[config.mk]
export PLATFORM = sky130hd
export DESIGN_NAME = wct_counter16
export DESIGN_NICKNAME = d
export VERILOG_FILES = /design/src/verilog/wct_pkg.sv /design/src/verilog/wct_counter16.sv
export VERILOG_INCLUDE_DIRS = /design/src /design/src/verilog
export SDC_FILE = /design/constraint.sdc
export NUM_CORES = 1
export LEC_CHECK = 0
export BUFFER_PORTS_ARGS = -buffer_cell sky130_fd_sc_hd__buf_2
export CAP_MARGIN = 20
export CORE_AREA = 2 2 86 105
export DETAILED_ROUTE_END_ITERATION = 10
export DIE_AREA = 0 0 88 107
export PLACE_DENSITY = 0.73
export SLEW_MARGIN = 20
export SYNTH_ARGS = -nofsm -noshare
export SYNTH_HDL_FRONTEND = slang
export SYNTH_SLANG_ARGS = --single-unit
[constraint.sdc]
create_clock -name sys_clk -period 5.5 [get_ports sys_clk]
set_clock_uncertainty 0.15 [all_clocks]
set_input_delay 0.55 -clock sys_clk [delete_from_list [all_inputs] [get_ports sys_clk]]
set_output_delay 0.55 -clock sys_clk [all_outputs]
set_load 0.05 [all_outputs]
[src/verilog/wct_defs.svh]
// Purpose: offsets, field positions, reset values and interrupt bit indices of the wide counter control
// Assumes: byte-wide register, one per aligned bus word
// Notes: none
`ifndef WCT_DEFS_SVH
`define WCT_DEFS_SVH
`define WCT_OFS_PORT_CFG      8'h00
`define WCT_OFS_CTRL          8'h08
`define WCT_OFS_RELOAD_LO     8'h10
`define WCT_OFS_RELOAD_HI     8'h14
`define WCT_OFS_CAPTURE_LO    8'h18
`define WCT_OFS_CAPTURE_HI    8'h1C
`define WCT_OFS_MODE          8'h20
`define WCT_OFS_IRQ_STATUS    8'h24
`define WCT_OFS_IRQ_MASK      8'h28
`define WCT_BIT_ROUTE         0
`define WCT_BIT_TO_IE         1
`define WCT_BIT_CAP_IE        2
`define WCT_BIT_CLKSEL_LO     3
`define WCT_BIT_TIMEOUT       5
`define WCT_BIT_SINGLE        6
`define WCT_BIT_ENABLE        7
`define WCT_CTRL_RESET        8'h00
`define WCT_RELOAD_RESET      16'hFFFF
`define WCT_IRQ_TIMEOUT       0
`define WCT_IRQ_CAPTURE       1
`endif

[src/verilog/wct_pkg.sv]
// Purpose: types of the wide counter control
// Assumes: constants live in wct_defs.svh
// Notes: none
package wct_pkg;
  typedef struct packed {
    logic       enable;
    logic       single;
    logic       timeout;
    logic [1:0] clksel;
    logic       cap_ie;
    logic       to_ie;
    logic       route;
  } wct_ctrl_t;
  typedef enum logic {WCT_TRANSMIT, WCT_DEMOD} wct_mode_t;
endpackage
[src/verilog/wct_counter16.sv]
// Purpose: 16-bit counter control and status with a classic wishbone slave
// Assumes: single clock sys_clk at 40 MHz, synchronous active-high reset
// Notes: counter clock is an enable pulse from a prescaler
// Operation
// - route bit 0 gives the shared port pin its port value, 1 gives it the counter output, default 0.
// - timeout interrupt enable lets a timeout raise a request, default off.
// - capture interrupt enable lets a capture raise a request.
// - a two-bit clock select picks the system clock or a divided copy, undivided by default.
// - the timeout flag reads 1 after a timeout, write 1 clears it, write 0 leaves it.
// - in transmit mode the behaviour bit picks modulo-N reload at 0 and single pass at 1.
// - in demodulation mode the behaviour bit lets the counter see edges at 0 and ignore them at 1.
// - the enable bit reads the running state, write 1 starts and write 0 stops, default stopped.
// - the control decode follows whether transmit or demodulation mode is active.
// - the timeout flag sets each time the counter reaches terminal count.
`timescale 1ns/1ps
`include "wct_defs.svh"
module wct_counter16 #(
  parameter int WIDTH = 16
) (
  // system
  input  wire logic        sys_clk,
  input  wire logic        reset,
  // wishbone slave
  input  wire logic        wb_cyc_i,
  input  wire logic        wb_stb_i,
  input  wire logic        wb_we_i,
  input  wire logic [7:0]  wb_adr_i,
  input  wire logic [3:0]  wb_sel_i,
  input  wire logic [31:0] wb_dat_i,
  output logic      [31:0] wb_dat_o,
  output logic             wb_ack_o,
  // pins
  input  wire logic        demod_in,
  input  wire logic        port_out_value,
  output logic             shared_port_pin,
  output logic             wide_counter_output,
  // interrupt
  output logic             irq
);
  // the field layout and reload constants are 16 bits wide
  if (WIDTH != 16) begin : g_width_check
    $error("WIDTH must be 16");
  end

  wct_pkg::wct_ctrl_t ctrl_reg;
  wct_pkg::wct_mode_t mode_reg;
  logic [7:0]         port_config_write_reg;
  logic [15:0]        reload_reg;
  logic [15:0]        count_reg;
  logic [15:0]        capture_reg;
  logic [1:0]         irq_status_reg;
  logic [1:0]         irq_mask_reg;
  logic [2:0]         presc_reg;
  logic [2:0]         in_sync_reg;
  logic               edge_seen_reg;
  logic               out_reg;
  logic               ack_reg;
  logic [31:0]        rdata_reg;

  logic wr_req;
  logic rd_req;
  logic tick;
  logic terminal;
  logic in_edge;
  logic capture_ev;
  logic timeout_ev;

  function automatic logic hit(input logic [7:0] adr, input logic [7:0] ofs);
    hit = (adr == ofs);
  endfunction

  assign wr_req = wb_cyc_i && wb_stb_i && wb_we_i && !ack_reg && wb_sel_i[0];
  assign rd_req = wb_cyc_i && wb_stb_i && !wb_we_i && !ack_reg;

  // prescaler: divide by 1, 2, 4, 8
  always_ff @(posedge sys_clk) begin
    if (reset || !ctrl_reg.enable) begin
      presc_reg <= 3'h0;
    end else begin
      presc_reg <= presc_reg + 3'h1;
    end
  end

  always_comb begin
    unique case (ctrl_reg.clksel)
      2'b00:   tick = ctrl_reg.enable;
      2'b01:   tick = ctrl_reg.enable && (presc_reg[0] == 1'b1);
      2'b10:   tick = ctrl_reg.enable && (presc_reg[1:0] == 2'h3);
      2'b11:   tick = ctrl_reg.enable && (presc_reg == 3'h7);
    endcase
  end

  // pin input synchroniser
  always_ff @(posedge sys_clk) begin
    if (reset) begin
      in_sync_reg <= 3'h0;
    end else begin
      in_sync_reg <= {in_sync_reg[1:0], demod_in};
    end
  end

  assign in_edge    = (in_sync_reg[2] != in_sync_reg[1]);
  assign terminal   = tick && (count_reg == 16'h0000);
  // behaviour bit gates edges in demodulation mode
  assign capture_ev = (mode_reg == wct_pkg::WCT_DEMOD) && ctrl_reg.enable && !ctrl_reg.single
                      && in_edge && edge_seen_reg;
  assign timeout_ev = terminal;

  // counter
  always_ff @(posedge sys_clk) begin
    if (reset) begin
      count_reg     <= `WCT_RELOAD_RESET;
      edge_seen_reg <= 1'b0;
      capture_reg   <= 16'h0000;
    end else if (!ctrl_reg.enable) begin
      count_reg     <= reload_reg;
      edge_seen_reg <= 1'b0;
    end else if (mode_reg == wct_pkg::WCT_DEMOD) begin
      if (capture_ev) begin
        capture_reg <= ~count_reg;
        count_reg   <= reload_reg;
      end else if (in_edge && !ctrl_reg.single) begin
        edge_seen_reg <= 1'b1;
      end else if (terminal) begin
        count_reg <= reload_reg;
      end else if (tick && edge_seen_reg) begin
        count_reg <= count_reg - 16'h0001;
      end
    end else if (terminal) begin
      count_reg <= reload_reg;
    end else if (tick) begin
      count_reg <= count_reg - 16'h0001;
    end
  end

  // counter output toggles on terminal count in transmit mode
  always_ff @(posedge sys_clk) begin
    if (reset) begin
      out_reg <= 1'b0;
    end else if (mode_reg == wct_pkg::WCT_TRANSMIT && terminal) begin
      out_reg <= !out_reg;
    end
  end

  // control register
  always_ff @(posedge sys_clk) begin
    if (reset) begin
      ctrl_reg <= wct_pkg::wct_ctrl_t'(`WCT_CTRL_RESET);
    end else begin
      if (wr_req && hit(wb_adr_i, `WCT_OFS_CTRL)) begin
        ctrl_reg.route  <= wb_dat_i[`WCT_BIT_ROUTE];
        ctrl_reg.to_ie  <= wb_dat_i[`WCT_BIT_TO_IE];
        ctrl_reg.cap_ie <= wb_dat_i[`WCT_BIT_CAP_IE];
        ctrl_reg.clksel <= wb_dat_i[`WCT_BIT_CLKSEL_LO +: 2];
        ctrl_reg.single <= wb_dat_i[`WCT_BIT_SINGLE];
        ctrl_reg.enable <= wb_dat_i[`WCT_BIT_ENABLE];
      end
      // single pass stops after terminal count, unless software writes the control register in the same cycle
      if (terminal && ctrl_reg.single && mode_reg == wct_pkg::WCT_TRANSMIT
          && !(wr_req && hit(wb_adr_i, `WCT_OFS_CTRL))) begin
        ctrl_reg.enable <= 1'b0;
      end
      // set wins over write-one clear
      if (timeout_ev) begin
        ctrl_reg.timeout <= 1'b1;
      end else if (wr_req && hit(wb_adr_i, `WCT_OFS_CTRL) && wb_dat_i[`WCT_BIT_TIMEOUT]) begin
        ctrl_reg.timeout <= 1'b0;
      end
    end
  end

  // other writable registers
  always_ff @(posedge sys_clk) begin
    if (reset) begin
      port_config_write_reg <= 8'h00;
      reload_reg            <= `WCT_RELOAD_RESET;
      mode_reg              <= wct_pkg::WCT_TRANSMIT;
      irq_mask_reg          <= 2'h0;
    end else if (wr_req) begin
      if (hit(wb_adr_i, `WCT_OFS_PORT_CFG))  port_config_write_reg <= wb_dat_i[7:0];
      if (hit(wb_adr_i, `WCT_OFS_RELOAD_LO)) reload_reg[7:0]       <= wb_dat_i[7:0];
      if (hit(wb_adr_i, `WCT_OFS_RELOAD_HI)) reload_reg[15:8]      <= wb_dat_i[7:0];
      // mode change while running is ignored
      if (hit(wb_adr_i, `WCT_OFS_MODE) && !ctrl_reg.enable) begin
        mode_reg <= wct_pkg::wct_mode_t'(wb_dat_i[0]);
      end
      if (hit(wb_adr_i, `WCT_OFS_IRQ_MASK))  irq_mask_reg          <= wb_dat_i[1:0];
    end
  end

  // interrupt status, sticky, write one to clear, set wins
  always_ff @(posedge sys_clk) begin
    if (reset) begin
      irq_status_reg <= 2'h0;
    end else begin
      for (int i = 0; i < 2; i++) begin
        if ((i == `WCT_IRQ_TIMEOUT && timeout_ev && ctrl_reg.to_ie)
            || (i == `WCT_IRQ_CAPTURE && capture_ev && ctrl_reg.cap_ie)) begin
          irq_status_reg[i] <= 1'b1;
        end else if (wr_req && hit(wb_adr_i, `WCT_OFS_IRQ_STATUS) && wb_dat_i[i]) begin
          irq_status_reg[i] <= 1'b0;
        end
      end
    end
  end

  // bus answer, one cycle after the request
  always_ff @(posedge sys_clk) begin
    if (reset) begin
      ack_reg   <= 1'b0;
      rdata_reg <= 32'h0000_0000;
    end else begin
      ack_reg <= wb_cyc_i && wb_stb_i && !ack_reg;
      if (rd_req) begin
        unique case (wb_adr_i)
          `WCT_OFS_CTRL:       rdata_reg <= {24'h000000, ctrl_reg};
          `WCT_OFS_RELOAD_LO:  rdata_reg <= {24'h000000, reload_reg[7:0]};
          `WCT_OFS_RELOAD_HI:  rdata_reg <= {24'h000000, reload_reg[15:8]};
          `WCT_OFS_CAPTURE_LO: rdata_reg <= {24'h000000, capture_reg[7:0]};
          `WCT_OFS_CAPTURE_HI: rdata_reg <= {24'h000000, capture_reg[15:8]};
          `WCT_OFS_MODE:       rdata_reg <= {31'h00000000, mode_reg};
          `WCT_OFS_IRQ_STATUS: rdata_reg <= {30'h00000000, irq_status_reg};
          `WCT_OFS_IRQ_MASK:   rdata_reg <= {30'h00000000, irq_mask_reg};
          default:             rdata_reg <= 32'h0000_0000;
        endcase
      end
    end
  end

  assign wb_ack_o = ack_reg;
  assign wb_dat_o = rdata_reg;

  // pin routing
  always_ff @(posedge sys_clk) begin
    if (reset) begin
      shared_port_pin     <= 1'b0;
      wide_counter_output <= 1'b0;
      irq                 <= 1'b0;
    end else begin
      shared_port_pin     <= ctrl_reg.route ? out_reg : port_out_value;
      wide_counter_output <= out_reg;
      irq                 <= |(irq_status_reg & irq_mask_reg);
    end
  end
endmodule

==> results.md, run 1 <==
- The flow ran to the end, and the final reports show no timing, DRC or antenna violations.
- For this run, asynchronously set or reset flops after synthesis account for 0.
- The antenna cell count is 0.
- The path type of the worst min-delay path is primary input to flip-flop.
- Measured along the x axis, the die boundary spans a little under 90 um.
- Clock-pin slew was measured on the worst setup and hold paths at 0.09 ns.
- In this run the tightest slew margin relative to its limit is 0.235.
- The number of global-route vias before repair was between 3,000 and 4,000.
- The number of filler instances in the final layout is about 800.
- The sink count of the clock tree is 81.
- The average cell area after synthesis is roughly 8.6 sq um.
- The startpoint of the tightest hold check path is demod_in.
- between 80 and 90 I/O pins were placed.
- Data on the critical path is required at its endpoint by between 5 and 6 ns.
- In the routed layout, each cell is associated on average with a via count of 5.81.
- The total via count after detailed routing is approximately 3,600.
- The family with the most delay on the worst path is simple AND/OR/NAND/NOR gates.
- The number of warning messages in the yosys log is 0.
- The final hold violation count is 0.
- The worst path in the final design needs a cycle of around 3.6 ns, including I/O delays and setup.
- For this design the static power due to leakage is about 1.7 nW.
- The global-route total usage across every layer is 0.225.
- The area share of the largest cell type after synthesis is 0.393.
- The number of antenna violations at the first check in global routing is 0.
- The setup-violating endpoint count in the final report is 0.
- The flop and latch count out of synthesis is 81.
- The number of enable flip-flop cells after synthesis is 0.
- Of the total power, combinational logic draws 0.082.
- The first global-routing pass estimated roughly 16,000 um of wire.
- The number of H-tree levels is 3.
- The count of antenna-violating nets left after detailed routing is 0.
- The total count of max-transition violations in the final report is 0.
- The total power after layout is about 0.0011 W.
- In this run the power spent charging and discharging nets is 0.000309 W.
- The post-cts sizing count is 0.
- Sorting the synthesized cells by how often they occur yields 81 x sky130_fd_sc_hd__dfxtp_1, 77 x sky130_fd_sc_hd__nor2_1, 38 x sky130_fd_sc_hd__mux2i_1.
- The longest individual stage delay on the worst path is between 0.8 and 0.9 ns.
- The distinct cell type count after synthesis is 56.
- IR analysis of the VDD net gives a maximum drop of 0.139 mV.
- The effective utilization at floorplan is 0.492.
- By instance count, the leading cell after synthesis is sky130_fd_sc_hd__dfxtp_1.
- Derived from the worst setup path, the maximum achievable clock frequency is 280 MHz.
- The final-stage net count is between 500 and 600.
- The sequential cell fraction of total power is 0.517.
- In this run the worst path has a maximum fanout of 21.
- The setup slack after layout is about 1.9 ns.
- The number of detailed-route iterations in the first pass is 5.
- The final wirelength is roughly 10,000 um.
- The pin count of the biggest net entering global routing is 66.
- Along the worst hold path, the cell count comes to 2.
- The maximum count of clock buffers along a single path is 2.
- The switching share of power is 0.269.
- The register-to-register setup slack is ~1.9 ns.
- For hold timing, the worst endpoint is in_sync_reg[0].
- The sequential-to-total area share from yosys stat is 0.393.
- The floorplan step defined a die boundary enclosing roughly 9400 sq um.
- TritonCTS built the clock tree.
- Max-cap violations in this run came to 0.
- Ranked by total cell area, the synthesized netlist is headed by sky130_fd_sc_hd__dfxtp_1 39%, sky130_fd_sc_hd__mux2i_1 9.2%, sky130_fd_sc_hd__nor2_1 7.0%, sky130_fd_sc_hd__a211oi_1 4.5%, sky130_fd_sc_hd__buf_4 4.4%.
- The total negative slack is 0 ns.
- For this run the aggregate overflow at the end of global routing stands at 0.
- The measured slew at the worst slew-check pin is about 1.1 ns.
- Of the available clock period, the critical path in the final layout requires 0.650.
- The DRC violation count after routing is 0.
- Walking the worst path, the cells encountered are nor4b_1 -> and3_1 -> and4_1 -> nand3b_1 -> a221oi_1 -> a311o_1.
- Power spread over the standard cell area amounts to about 260 nW/um^2.
- The share of layout cells above drive strength 1 is 0.127.
- The setup fix buffers added after clock tree synthesis is 0.
- The buffer cell driving the clock tree root is sky130_fd_sc_hd__clkbuf_8.
- The floorplan step set the die height to about 110 um.
- Summing all placed instances gives a cell area of 4230 sq um.
- The most used flip-flop cell after synthesis is sky130_fd_sc_hd__dfxtp_1.
- The cell area after layout is approximately 4400 sq um.
- In this run the cell area of the synthesized design comes to approximately 4100 sq um.
- The number of hold buffers added after cts is 0.
- The critical path is of the flip-flop to flip-flop type.
- The area used by multi-input combinational logic is 2240 sq um.
- The core region is around 8400 sq um.
- The depth of the worst register-to-register path is 6.
- In this run the tool buffered the top-level ports with 35 buffer cells.
- The tightest hold margin is 0.251 ns.
- Clock tree synthesis inserted a total of 9 buffers.
- The kind of end point of the critical path is a flip-flop.
- In this run the critical register-to-register path is launched from ctrl_reg[7].
- The post-synthesis cell type with the largest combined area is sky130_fd_sc_hd__dfxtp_1.
- Setup repair after global routing left no endpoint under its margin.
- STA puts the critical path data arrival time at ~3.7 ns.
- The area overhead of the layout relative to synthesis is 7.64%.
- The number of cells produced by synthesis is around 480.
- Cell internal power was estimated by the tool at ~0.00084 W.
- At the end of routability-driven placement, the weighted congestion stood at around 0.95.
- The source-to-sink clock delay at the later pin of the worst-skew pair is between 0.3 and 0.4 ns.
- Row generation in the floorplan step produced 37 rows.
- The detail-routed net length per standard cell is around 17 um.
- The worst flop-to-flop path endpoint is count_reg[1].
- Once detailed placement completed, the half-perimeter wirelength came to between 7000 and 8000 um.
- Prior to clock tree synthesis, the placed netlist has a worst setup slack of 1.87 ns.
- The sequential cells in the finished layout cover a total of between 1500 and 2000 sq um.
- On the critical path, the stage with the largest delay is an instance of sky130_fd_sc_hd__nand3b_1.
- The critical path starts at ctrl_reg[7].
- The worst setup path is launched from a flip-flop.
- Of the total power, the clock network draws 0.401.
- The iteration-0 DRC count of the detailed router is approximately 310.
- The number of buffer and inverter instances along the worst setup path is 0.
==> how the worst max path moves through the flow <==
stage	endpoint	slack (ns)	cells after the start
6_report	count_reg[1]	1.93	6
5_1_grt	count_reg[1]	1.77	8
4_1_cts	count_reg[1]	2.02	8
3_5_place_dp	ctrl_reg[5]	1.87	7
3_3_place_gp	count_reg[6]	1.83	6
2_1_floorplan	reload_reg[1]	2.75	8
==> through the flow <==
step / utilization / instances
after detailed placement: 0.505 / 598
after CTS: 0.530 / 614
final: 0.530 / 614
after global routing: 0.530 / 614
after floorplan: - / 501
after global placement: 0.504 / 598
==> power by group through the flow <==
stage                     clock network, W  registers, W  logic (W)
after global routing              0.000499      0.000593   0.000101
after CTS                         0.000467      0.000592  0.0000941
after global placement                   0      0.000606  0.0000929
after detailed placement                 0      0.000606  0.0000940
final                             0.000459      0.000592  0.0000944
after floorplan                          0      0.000618  0.0000749
==> worst reg2reg max path, cell delays in order, from the launching register on <==
cell and delay [ns]:
sky130_fd_sc_hd__dfxtp_1 0.72, sky130_fd_sc_hd__nor4b_1 0.27, sky130_fd_sc_hd__and3_1 0.20, sky130_fd_sc_hd__and4_1 0.67
sky130_fd_sc_hd__nand3b_1 0.88, sky130_fd_sc_hd__a221oi_1 0.20, sky130_fd_sc_hd__a311o_1 0.37
==> metal layers <==
layer	GRT usage	vias up	part of all wire
li1	-	1706	-
met3	0.0262	25	0.059
met2	0.359	160	0.48
met5	0	-	0
met4	0.111	0	0.036
met1	0.300	1675	0.42
==> placed cells by master (no fill, tap or decap), types with 2 or more instances in the layout <==
master and instances:
sky130_fd_sc_hd__dfxtp_1 81, sky130_fd_sc_hd__nor2_1 77, sky130_fd_sc_hd__mux2i_1 38, sky130_fd_sc_hd__buf_2 35, sky130_fd_sc_hd__a211oi_1 25, sky130_fd_sc_hd__conb_1 24, sky130_fd_sc_hd__a21oi_1 23, sky130_fd_sc_hd__nand2_1 21
sky130_fd_sc_hd__a211o_1 17, sky130_fd_sc_hd__nor2b_1 15, sky130_fd_sc_hd__a22oi_1 14, sky130_fd_sc_hd__o21ai_0 13, sky130_fd_sc_hd__clkbuf_8 10, sky130_fd_sc_hd__and3_1 9, sky130_fd_sc_hd__inv_1 8, sky130_fd_sc_hd__o22ai_1 8
sky130_fd_sc_hd__nand3_1 7, sky130_fd_sc_hd__nor3_1 5, sky130_fd_sc_hd__or4_1 4, sky130_fd_sc_hd__ha_1 4, sky130_fd_sc_hd__nand2b_1 3, sky130_fd_sc_hd__nor3b_1 3, sky130_fd_sc_hd__and2_1 3, sky130_fd_sc_hd__nor4_1 3
sky130_fd_sc_hd__nor4b_1 3, sky130_fd_sc_hd__nand3b_1 2, sky130_fd_sc_hd__and4_1 2, sky130_fd_sc_hd__or3_1 2, sky130_fd_sc_hd__a311oi_1 2, sky130_fd_sc_hd__o21bai_1 2, sky130_fd_sc_hd__a22o_1 2, sky130_fd_sc_hd__a221oi_1 2
sky130_fd_sc_hd__clkinv_4 2, sky130_fd_sc_hd__buf_4 2
==> kinds of logic (layout without fill, tap and decap cells) <==
kind of cell	after synthesis	count (layout)	share of synthesized area
DFF	81	81	0.393
xor gates and xnor gates	2	2	0.00425
buffers and inverters	65	61	0.0858
other	1	24	0.000909
muxes	40	40	0.100
adders and majority gates	4	4	0.0121
AOI/OAI and AO/OA	116	116	0.194
and+or+nand+nor	169	169	0.210
==> final cells by class <==
type,instances,share of cell area
multi-input cells,355,0.505
flip-flops and latches,81,0.365
repair buffers,37,0.0428
well taps,117,0.0330
clock buffers,10,0.0310
clock inverters,6,0.0169
inverters,8,0.00676
(Power assumes the default switching activity.)
==> run 2: changes to the inputs <==
==> constraint.sdc (replaced) <==
create_clock -name sys_clk -period 3.7 [get_ports sys_clk]
set_clock_uncertainty 0.15 [all_clocks]
set_input_delay 0.37 -clock sys_clk [delete_from_list [all_inputs] [get_ports sys_clk]]
set_output_delay 0.37 -clock sys_clk [all_outputs]
set_load 0.05 [all_outputs]
==> run 2 against run 1 <==
  * Flip-flop and latch count unchanged
  * Clock power up 62%
  * Core utilization up 0.84 points
  * Routed wire length up 4.3%
  * Critical endpoint is now count_reg[14]
  * Design area up 1.6%
  * Register-to-register slack worse by 1.0 ns
  * Count of clock-buffer cells in the layout up 1
  * Combinational power up 50%
  * Critical path depth up 3
  * Non-clock buffer count up 8
  * Worst setup slack worse by 1.0 ns
  * Final cell count up 1.3%
  * Largest cell class unchanged
==> results.md, run 2 (synthesized netlist as in run 1, its figures left out) <==
- The top cell types in the final layout, fill and taps aside, are 81 x sky130_fd_sc_hd__dfxtp_1, 77 x sky130_fd_sc_hd__nor2_1, 38 x sky130_fd_sc_hd__mux2i_1.
- The final hold violation count came to 0 (unchanged).
- The vertical die dimension is 107 um (unchanged).
- The clock-pin transition on the worst setup and hold timing paths is 0.09 ns (about the same).
- The path type of the worst min-delay path is primary input to flip-flop.
- The weighted congestion reported at the end of routability-driven placement is 0.964 (+1.8%).
- The area overhead of the layout relative to synthesis is 9.34%.
- The library cell used most frequently in the layout, excluding fill and tap cells, is sky130_fd_sc_hd__dfxtp_1.
- The worst slew slack as a fraction of its limit is 0.415 (+0.180).
- The arrival time of data at the critical path endpoint is 2.89 ns (-0.78 ns).
- The number of filler instances in the final layout is 805 (+0.37%).
- The measured slew at the worst slew-check pin is 0.878 ns (-0.270 ns).
- The register-to-register setup slack is 0.91 ns (-1.02 ns).
- The count of port buffers added during placement is 35 (unchanged).
- The final-stage net count is 555 (+1.5%).
- The x dimension of the die is 88 um (unchanged).
- The total via count after detailed routing is 3,577 (+0.31%).
- The kind of critical path is flip-flop to flip-flop.
- The depth of the worst register-to-register path came to 9 (+3).
- The detailed-placement wirelength estimate came to 7440 um (+5.9%).
- The number of ports placed on the die boundary is 87 (unchanged).
- The core footprint was 8380 sq um (unchanged).
- The area used by multi-input combinational logic is 2240 sq um (-0.17%).
- The clock buffer count from CTS is 9 (unchanged).
- The startpoint of the tightest hold check path is demod_in.
- The number of detailed-route iterations in the first pass is 7 (+2).
- The ratio of routed vias to standard cells came to 5.75 (-0.98%).
- The clock tree from TritonCTS is built.
- The number of H-tree levels is 3 (unchanged).
- The share of layout cells above drive strength 1 is 0.137 (+0.00987).
- The sequential cell area in the final layout is 1620 sq um (unchanged).
- The number of instances on the worst hold path came to 2 (unchanged).
- The flow ran to the end, and the final reports show no timing, DRC or antenna violations.
- The source-to-sink clock delay at the later pin of the worst-skew pair is 0.37 ns (+0.02 ns).
- The total count of max-transition violations in the final report was 0 (unchanged).
- The tightest hold margin is 0.0620 ns (-0.189 ns).
- The placement row count is 37 (unchanged).
- The maximum clock rate is 358 MHz (+28%).
- The buffer cell driving the clock tree root is sky130_fd_sc_hd__clkbuf_8.
- The total negative slack is 0 ns (unchanged).
- The final global-route overflow total is 0 (unchanged).
- The worst flop-to-flop path endpoint is count_reg[14].
- The final critical-path required period is 2.79 ns (-0.783 ns).
- The DRC violation count after routing came to 0 (unchanged).
- The post-cts sizing count is 0 (unchanged).
- The number of hold buffers added after cts is 0 (unchanged).
- The minimum setup slack after placement is 0.797 ns (-1.07 ns).
- The antenna cell count is 0 (unchanged).
- The largest fanout on the critical path came to 15 (-29%).
- The end point of the most critical hold path is in_sync_reg[0].
- The maximum count of clock buffers along a single path is 2 (unchanged).
- The setup fix buffers added after clock tree synthesis was 0 (unchanged).
- The required time reported for the critical path endpoint is 3.80 ns (-1.79 ns).
- The number of maximum-capacitance violations is 0 (unchanged).
- The pin count of the biggest net entering global routing is 65 (-1.5%).
- The global-route total usage across every layer is 0.231 (+0.00600).
- The number of global-route vias before repair is 3,217 (+2.4%).
- The reg-to-reg critical path startpoint is presc_reg[0].
- The kind of end point of the critical path is a flip-flop.
- The detail-routed net length per standard cell is 17.1 um (+3.0%).
- The fraction of the core area covered by cells at the end of the flow came to 0.538 (+0.00836).
- The setup-violating endpoint count in the final report was 0 (unchanged).
- The die outline area is 9420 sq um (unchanged).
- The setup slack after layout is 0.909 ns (-1.02 ns).
- The sink count of the clock tree is 81 (unchanged).
- Setup repair after global routing left no endpoint under its margin.
- The number of antenna violations at the first check in global routing is 0 (unchanged).
- The count of antenna-violating nets left after detailed routing is 0 (unchanged).
- The iteration-0 DRC count of the detailed router is 243 (-22%).
- STA classifies the critical path startpoint as a flip-flop.
- The wire length of the first global-routing pass came to 16,500 um (+0.72%).
- The leakage component of the power is 1.76 nW (+2.7%).
- The effective utilization at floorplan was 0.492 (unchanged).
- The maximum VDD drop is 0.183 mV (+32%).
- The final wirelength is 10,600 um (+4.3%).
- The final clock period utilization by the worst path came to 0.754 (+0.105).
- The ratio of total power to cell area came to 391 nW/um^2 (+52%).
run 2: layout make-up:
cell class                      count  area share
Sequential cell                    81       0.359
Timing Repair Buffer               45      0.0555
Clock inverter                      5      0.0189
Inverter                            8     0.00666
Clock buffer                       11      0.0313
Tap cell                          117      0.0324
Multi-Input combinational cell    355       0.496
run 2: critical path, cell delays in order, from the launching register on:
cell and delay [ns]:
sky130_fd_sc_hd__dfxtp_1 0.36, sky130_fd_sc_hd__ha_1 0.18, sky130_fd_sc_hd__ha_1 0.14, sky130_fd_sc_hd__mux2i_1 0.06, sky130_fd_sc_hd__a21oi_1 0.35, sky130_fd_sc_hd__a21o_1 0.49
sky130_fd_sc_hd__o21ai_0 0.34, sky130_fd_sc_hd__a21oi_1 0.27, sky130_fd_sc_hd__buf_4 0.21, sky130_fd_sc_hd__a22oi_1 0.10
run 2: routing by layer:
layer	wire length, um	vias to the layer above	global-route usage
met5	0	-	0
met4	350	0	0.129
met3	680	25	0.0377
met2	5160	150	0.373
met1	4420	1682	0.290
li1	-	1720	-
run 2: power by group:
| group | leakage [nW] | internal (W) | switching (W) |
|---|---|---|---|
| clock network | 0.111 | 0.000403 | 0.000339 |
| logic | 0.992 | 0.0000281 | 0.000114 |
| registers | 0.655 | 0.000877 | 0.00000243 |
run 2: worst max path at each step:
stage                            start       endpoint  slack, ns  cells past startpoint
after floorplan            wb_adr_i[1]  reload_reg[1]       1.13                      8
after global placement     wb_adr_i[1]  reload_reg[7]       0.82                      6
after detailed placement   wb_adr_i[1]  reload_reg[6]       0.80                      6
after CTS                 presc_reg[0]  count_reg[14]       0.92                      9
after global routing      presc_reg[0]  count_reg[13]       0.66                      9
final                     presc_reg[0]  count_reg[14]       0.91                      9
run 2: stage by stage:
| stage | power [W] | instance area, sq um | instances |
|---|---|---|---|
| floorplan | 0.00103 | 4210 | 501 |
| global placement | 0.00104 | 4290 | 606 |
| detailed placement | 0.00104 | 4290 | 606 |
| CTS | 0.00177 | 4510 | 622 |
| global route | 0.00182 | 4510 | 622 |
| finish | 0.00176 | 4510 | 622 |
==> run 3: changes to the inputs <==
==> constraint.sdc (replaced) <==
create_clock -name sys_clk -period 2.85 [get_ports sys_clk]
set_clock_uncertainty 0.15 [all_clocks]
set_input_delay 0.285 -clock sys_clk [delete_from_list [all_inputs] [get_ports sys_clk]]
set_output_delay 0.285 -clock sys_clk [all_outputs]
set_load 0.05 [all_outputs]
==> run 3 against run 2 <==
  * The run now ends with negative hold slack left
  * Core utilization is 0.79 points higher
  * Count of clock-buffer cells in the layout is 1 lower
  * Worst setup slack worse by 0.62 ns
  * Final cell count is 1.9% higher
  * Sequential power is 30% higher
  * Flip-flop and latch count stayed put
  * Critical path depth is 3 lower
  * Critical endpoint is now count_reg[13]
  * Highest routed layer unchanged
==> results.md, run 3 (synthesized netlist as in run 1, its figures left out) <==
- The run finished, with violations left.
- The final reports fail on negative hold slack.
- The core footprint is 8380 sq um (unchanged).
- The vertical die dimension was 107 um (unchanged).
- In this run the critical register-to-register path is launched from count_reg[0].
- The number of instances on the worst hold path was 2 (unchanged).
- The sink count of the clock tree is 81 (unchanged).
- The detail-routed net length per standard cell came to 16.5 um (-3.1%).
- On the critical path, the stage with the largest delay is an instance of sky130_fd_sc_hd__or4_1.
- The area overhead of the layout relative to synthesis is 10.9%.
- The final wirelength is 10,500 um (-1.2%).
- The count of antenna-violating nets left after detailed routing was 0 (unchanged).
- The x dimension of the die is 88 um (unchanged).
- The required time reported for the critical path endpoint is 2.99 ns (-0.81 ns).
- The number of maximum-capacitance violations is 0 (unchanged).
- The global-route total usage across every layer is 0.233 (+0.00123).
- The total net switching power is 0.000591 W (+30%).
- In the layout the commonest cells are 81 x sky130_fd_sc_hd__dfxtp_1, 77 x sky130_fd_sc_hd__nor2_1, 38 x sky130_fd_sc_hd__mux2i_1.
- The DRC violation count after routing came to 0 (unchanged).
- The sequential cell fraction of total power is 0.542 (+0.043).
- The worst slew slack as a fraction of its limit is 0.461 (+0.0460).
- The final critical-path required period is 2.57 ns (-0.225 ns).
- The switching share of power is 0.280 (+0.0223).
- The total count of max-transition violations in the final report is 0 (unchanged).
- The final hold violation count is 1 (+1).
- The number of ports placed on the die boundary is 87 (unchanged).
- The count of port buffers added during placement was 35 (unchanged).
- The number of global-route vias before repair was 3,257 (+1.2%).
- The arrival time of data at the critical path endpoint is 2.71 ns (-0.18 ns).
- The total via count after detailed routing came to 3,546 (-0.87%).
- The placement row count is 37 (unchanged).
- The ratio of total power to cell area is 460 nW/um^2 (+18%).
- The final global-route overflow total came to 0 (unchanged).
- The number of H-tree levels came to 3 (unchanged).
- Setup repair after global routing left no endpoint under its margin.
- The worst register-to-register path ends at count_reg[13].
- The maximum clock rate is 390 MHz (+8.8%).
- By startpoint and endpoint, the worst setup path is classified as flip-flop to flip-flop.
- The setup-violating endpoint count in the final report was 0 (unchanged).
- Leaving out fill and tap cells, the most frequent cell in the layout is sky130_fd_sc_hd__dfxtp_1.
- The ratio of routed vias to standard cells is 5.59 (-2.7%).
- The die outline area was 9420 sq um (unchanged).
- The leakage component of the power is 1.79 nW (+2.1%).
- The effective utilization at floorplan is 0.492 (unchanged).
- The kind of end point of the critical path is a flip-flop.
- The pin count of the biggest net entering global routing is 40 (-38%).
- The share of layout cells above drive strength 1 is 0.155 (+0.0181).
- The detailed-placement wirelength estimate was 7490 um (+0.69%).
- The longest individual stage delay on the worst path was 0.60 ns (+0.11 ns).
- The tightest hold margin is -0.00381 ns (-0.0658 ns).
- The iteration-0 DRC count of the detailed router is 207 (-15%).
- The total negative slack is 0 ns (unchanged).
- The weighted congestion reported at the end of routability-driven placement is 0.880 (-8.7%).
- The post-cts sizing count is 0 (unchanged).
- The combinational share of power is 0.089 (+0.008).
- The number of antenna violations at the first check in global routing came to 0 (unchanged).
- The clock buffer count from CTS is 9 (unchanged).
- The maximum VDD drop is 0.301 mV (+64%).
- The source of the critical timing path is count_reg[0].
- The post-place instance area was 4380 sq um (+2.2%).
- The number of detailed-route iterations in the first pass came to 4 (-3).
- In this run the most critical hold path is launched from wb_dat_i[5].
- The library cell appearing most often on the critical path is sky130_fd_sc_hd__or4_1.
- The internal power consumption was 0.00152 W (+16%).
- The largest fanout on the critical path is 6 (-9).
- The worst setup path is launched from a flip-flop.
- The final-stage net count is 568 (+2.3%).
- The depth of the worst register-to-register path came to 6 (-3).
- The register-to-register setup slack came to 0.28 ns (-0.62 ns).
- TritonCTS built the clock tree.
- The end point of the most critical hold path is reload_reg[5].
- The final clock period utilization by the worst path is 0.900 (+0.146).
- Traced cell by cell, the critical path runs through or4_1 -> or4_1 -> or4_1 -> a21oi_1 -> o21ai_0 -> a22oi_1.
- The portion of total power attributed to the clock network is 0.369 (-0.052).
- The source-to-sink clock delay at the later pin of the worst-skew pair is 0.37 ns (about the same).
- The clock-pin transition on the worst setup and hold timing paths is 0.08 ns (about the same).
- Clock tree synthesis selected as its root buffer the cell sky130_fd_sc_hd__clkbuf_8.
- The wire length of the first global-routing pass is 16,700 um (+1.6%).
- The path type of the worst min-delay path is primary input to flip-flop.
- The maximum count of clock buffers along a single path is 2 (unchanged).
- The antenna cell count was 0 (unchanged).
- The cell area after layout was 4580 sq um (+1.5%).
- The measured slew at the worst slew-check pin was 0.809 ns (-0.0690 ns).
==> run 3: layout make-up <==
class	instances	area (sq um)
clock buffer	10	138
clock inverter	5	40.0
fill	793	3800
inverter	8	30.0
multi-input combinational	355	2240
sequential	81	1620
tap	117	146
timing repair buffer	58	365
==> run 3: worst max-delay path by stage <==
stage / to / cells after the start
floorplan: reload_reg[1] / 8
global placement: reload_reg[7] / 7
detailed placement: reload_reg[6] / 7
CTS: count_reg[13] / 6
global route: count_reg[15] / 9
finish: count_reg[13] / 6
==> run 3: power by group through the flow <==
| stage | Sequential, W | Clock (W) | Combinational, W |
|---|---|---|---|
| 2_1_floorplan | 0.00119 | 0 | 0.000144 |
| 4_1_cts | 0.00114 | 0.000784 | 0.000186 |
| 3_3_place_gp | 0.00117 | 0 | 0.000181 |
| 6_report | 0.00114 | 0.000779 | 0.000187 |
| 5_1_grt | 0.00114 | 0.000845 | 0.000198 |
| 3_5_place_dp | 0.00117 | 0 | 0.000184 |
==> run 3: critical path, delay by kind of cell (launching register included) <==
kind            cells  cell delay, ns
simple gates        3            1.60
flops               1            0.37
compound gates      3            0.37
==> run 3: repair_timing <==
action,CTS,global route
endpoints found under the setup margin,0,0
hold buffers,2,0
hold endpoints to repair,2,0
buffers inserted,0,0
==> run 3: layer usage <==
metal	global-route usage	part of all wire	routed length [um]	vias up
li1	-	-	-	1740
met1	0.296	0.43	4530	1665
met2	0.367	0.47	4980	110
met3	0.0477	0.048	507	31
met4	0.121	0.045	470	0
met5	0	0	0	-
==> run 3: stage by stage <==
stage                util  worst slack, ns  total power [W]  std cells
floorplan               -            0.360          0.00134        501
global placement    0.523            0.303          0.00135        617
detailed placement  0.523            0.242          0.00135        617
CTS                 0.546            0.279          0.00211        634
global route        0.546           0.0826          0.00219        634
finish              0.546            0.284          0.00211        634
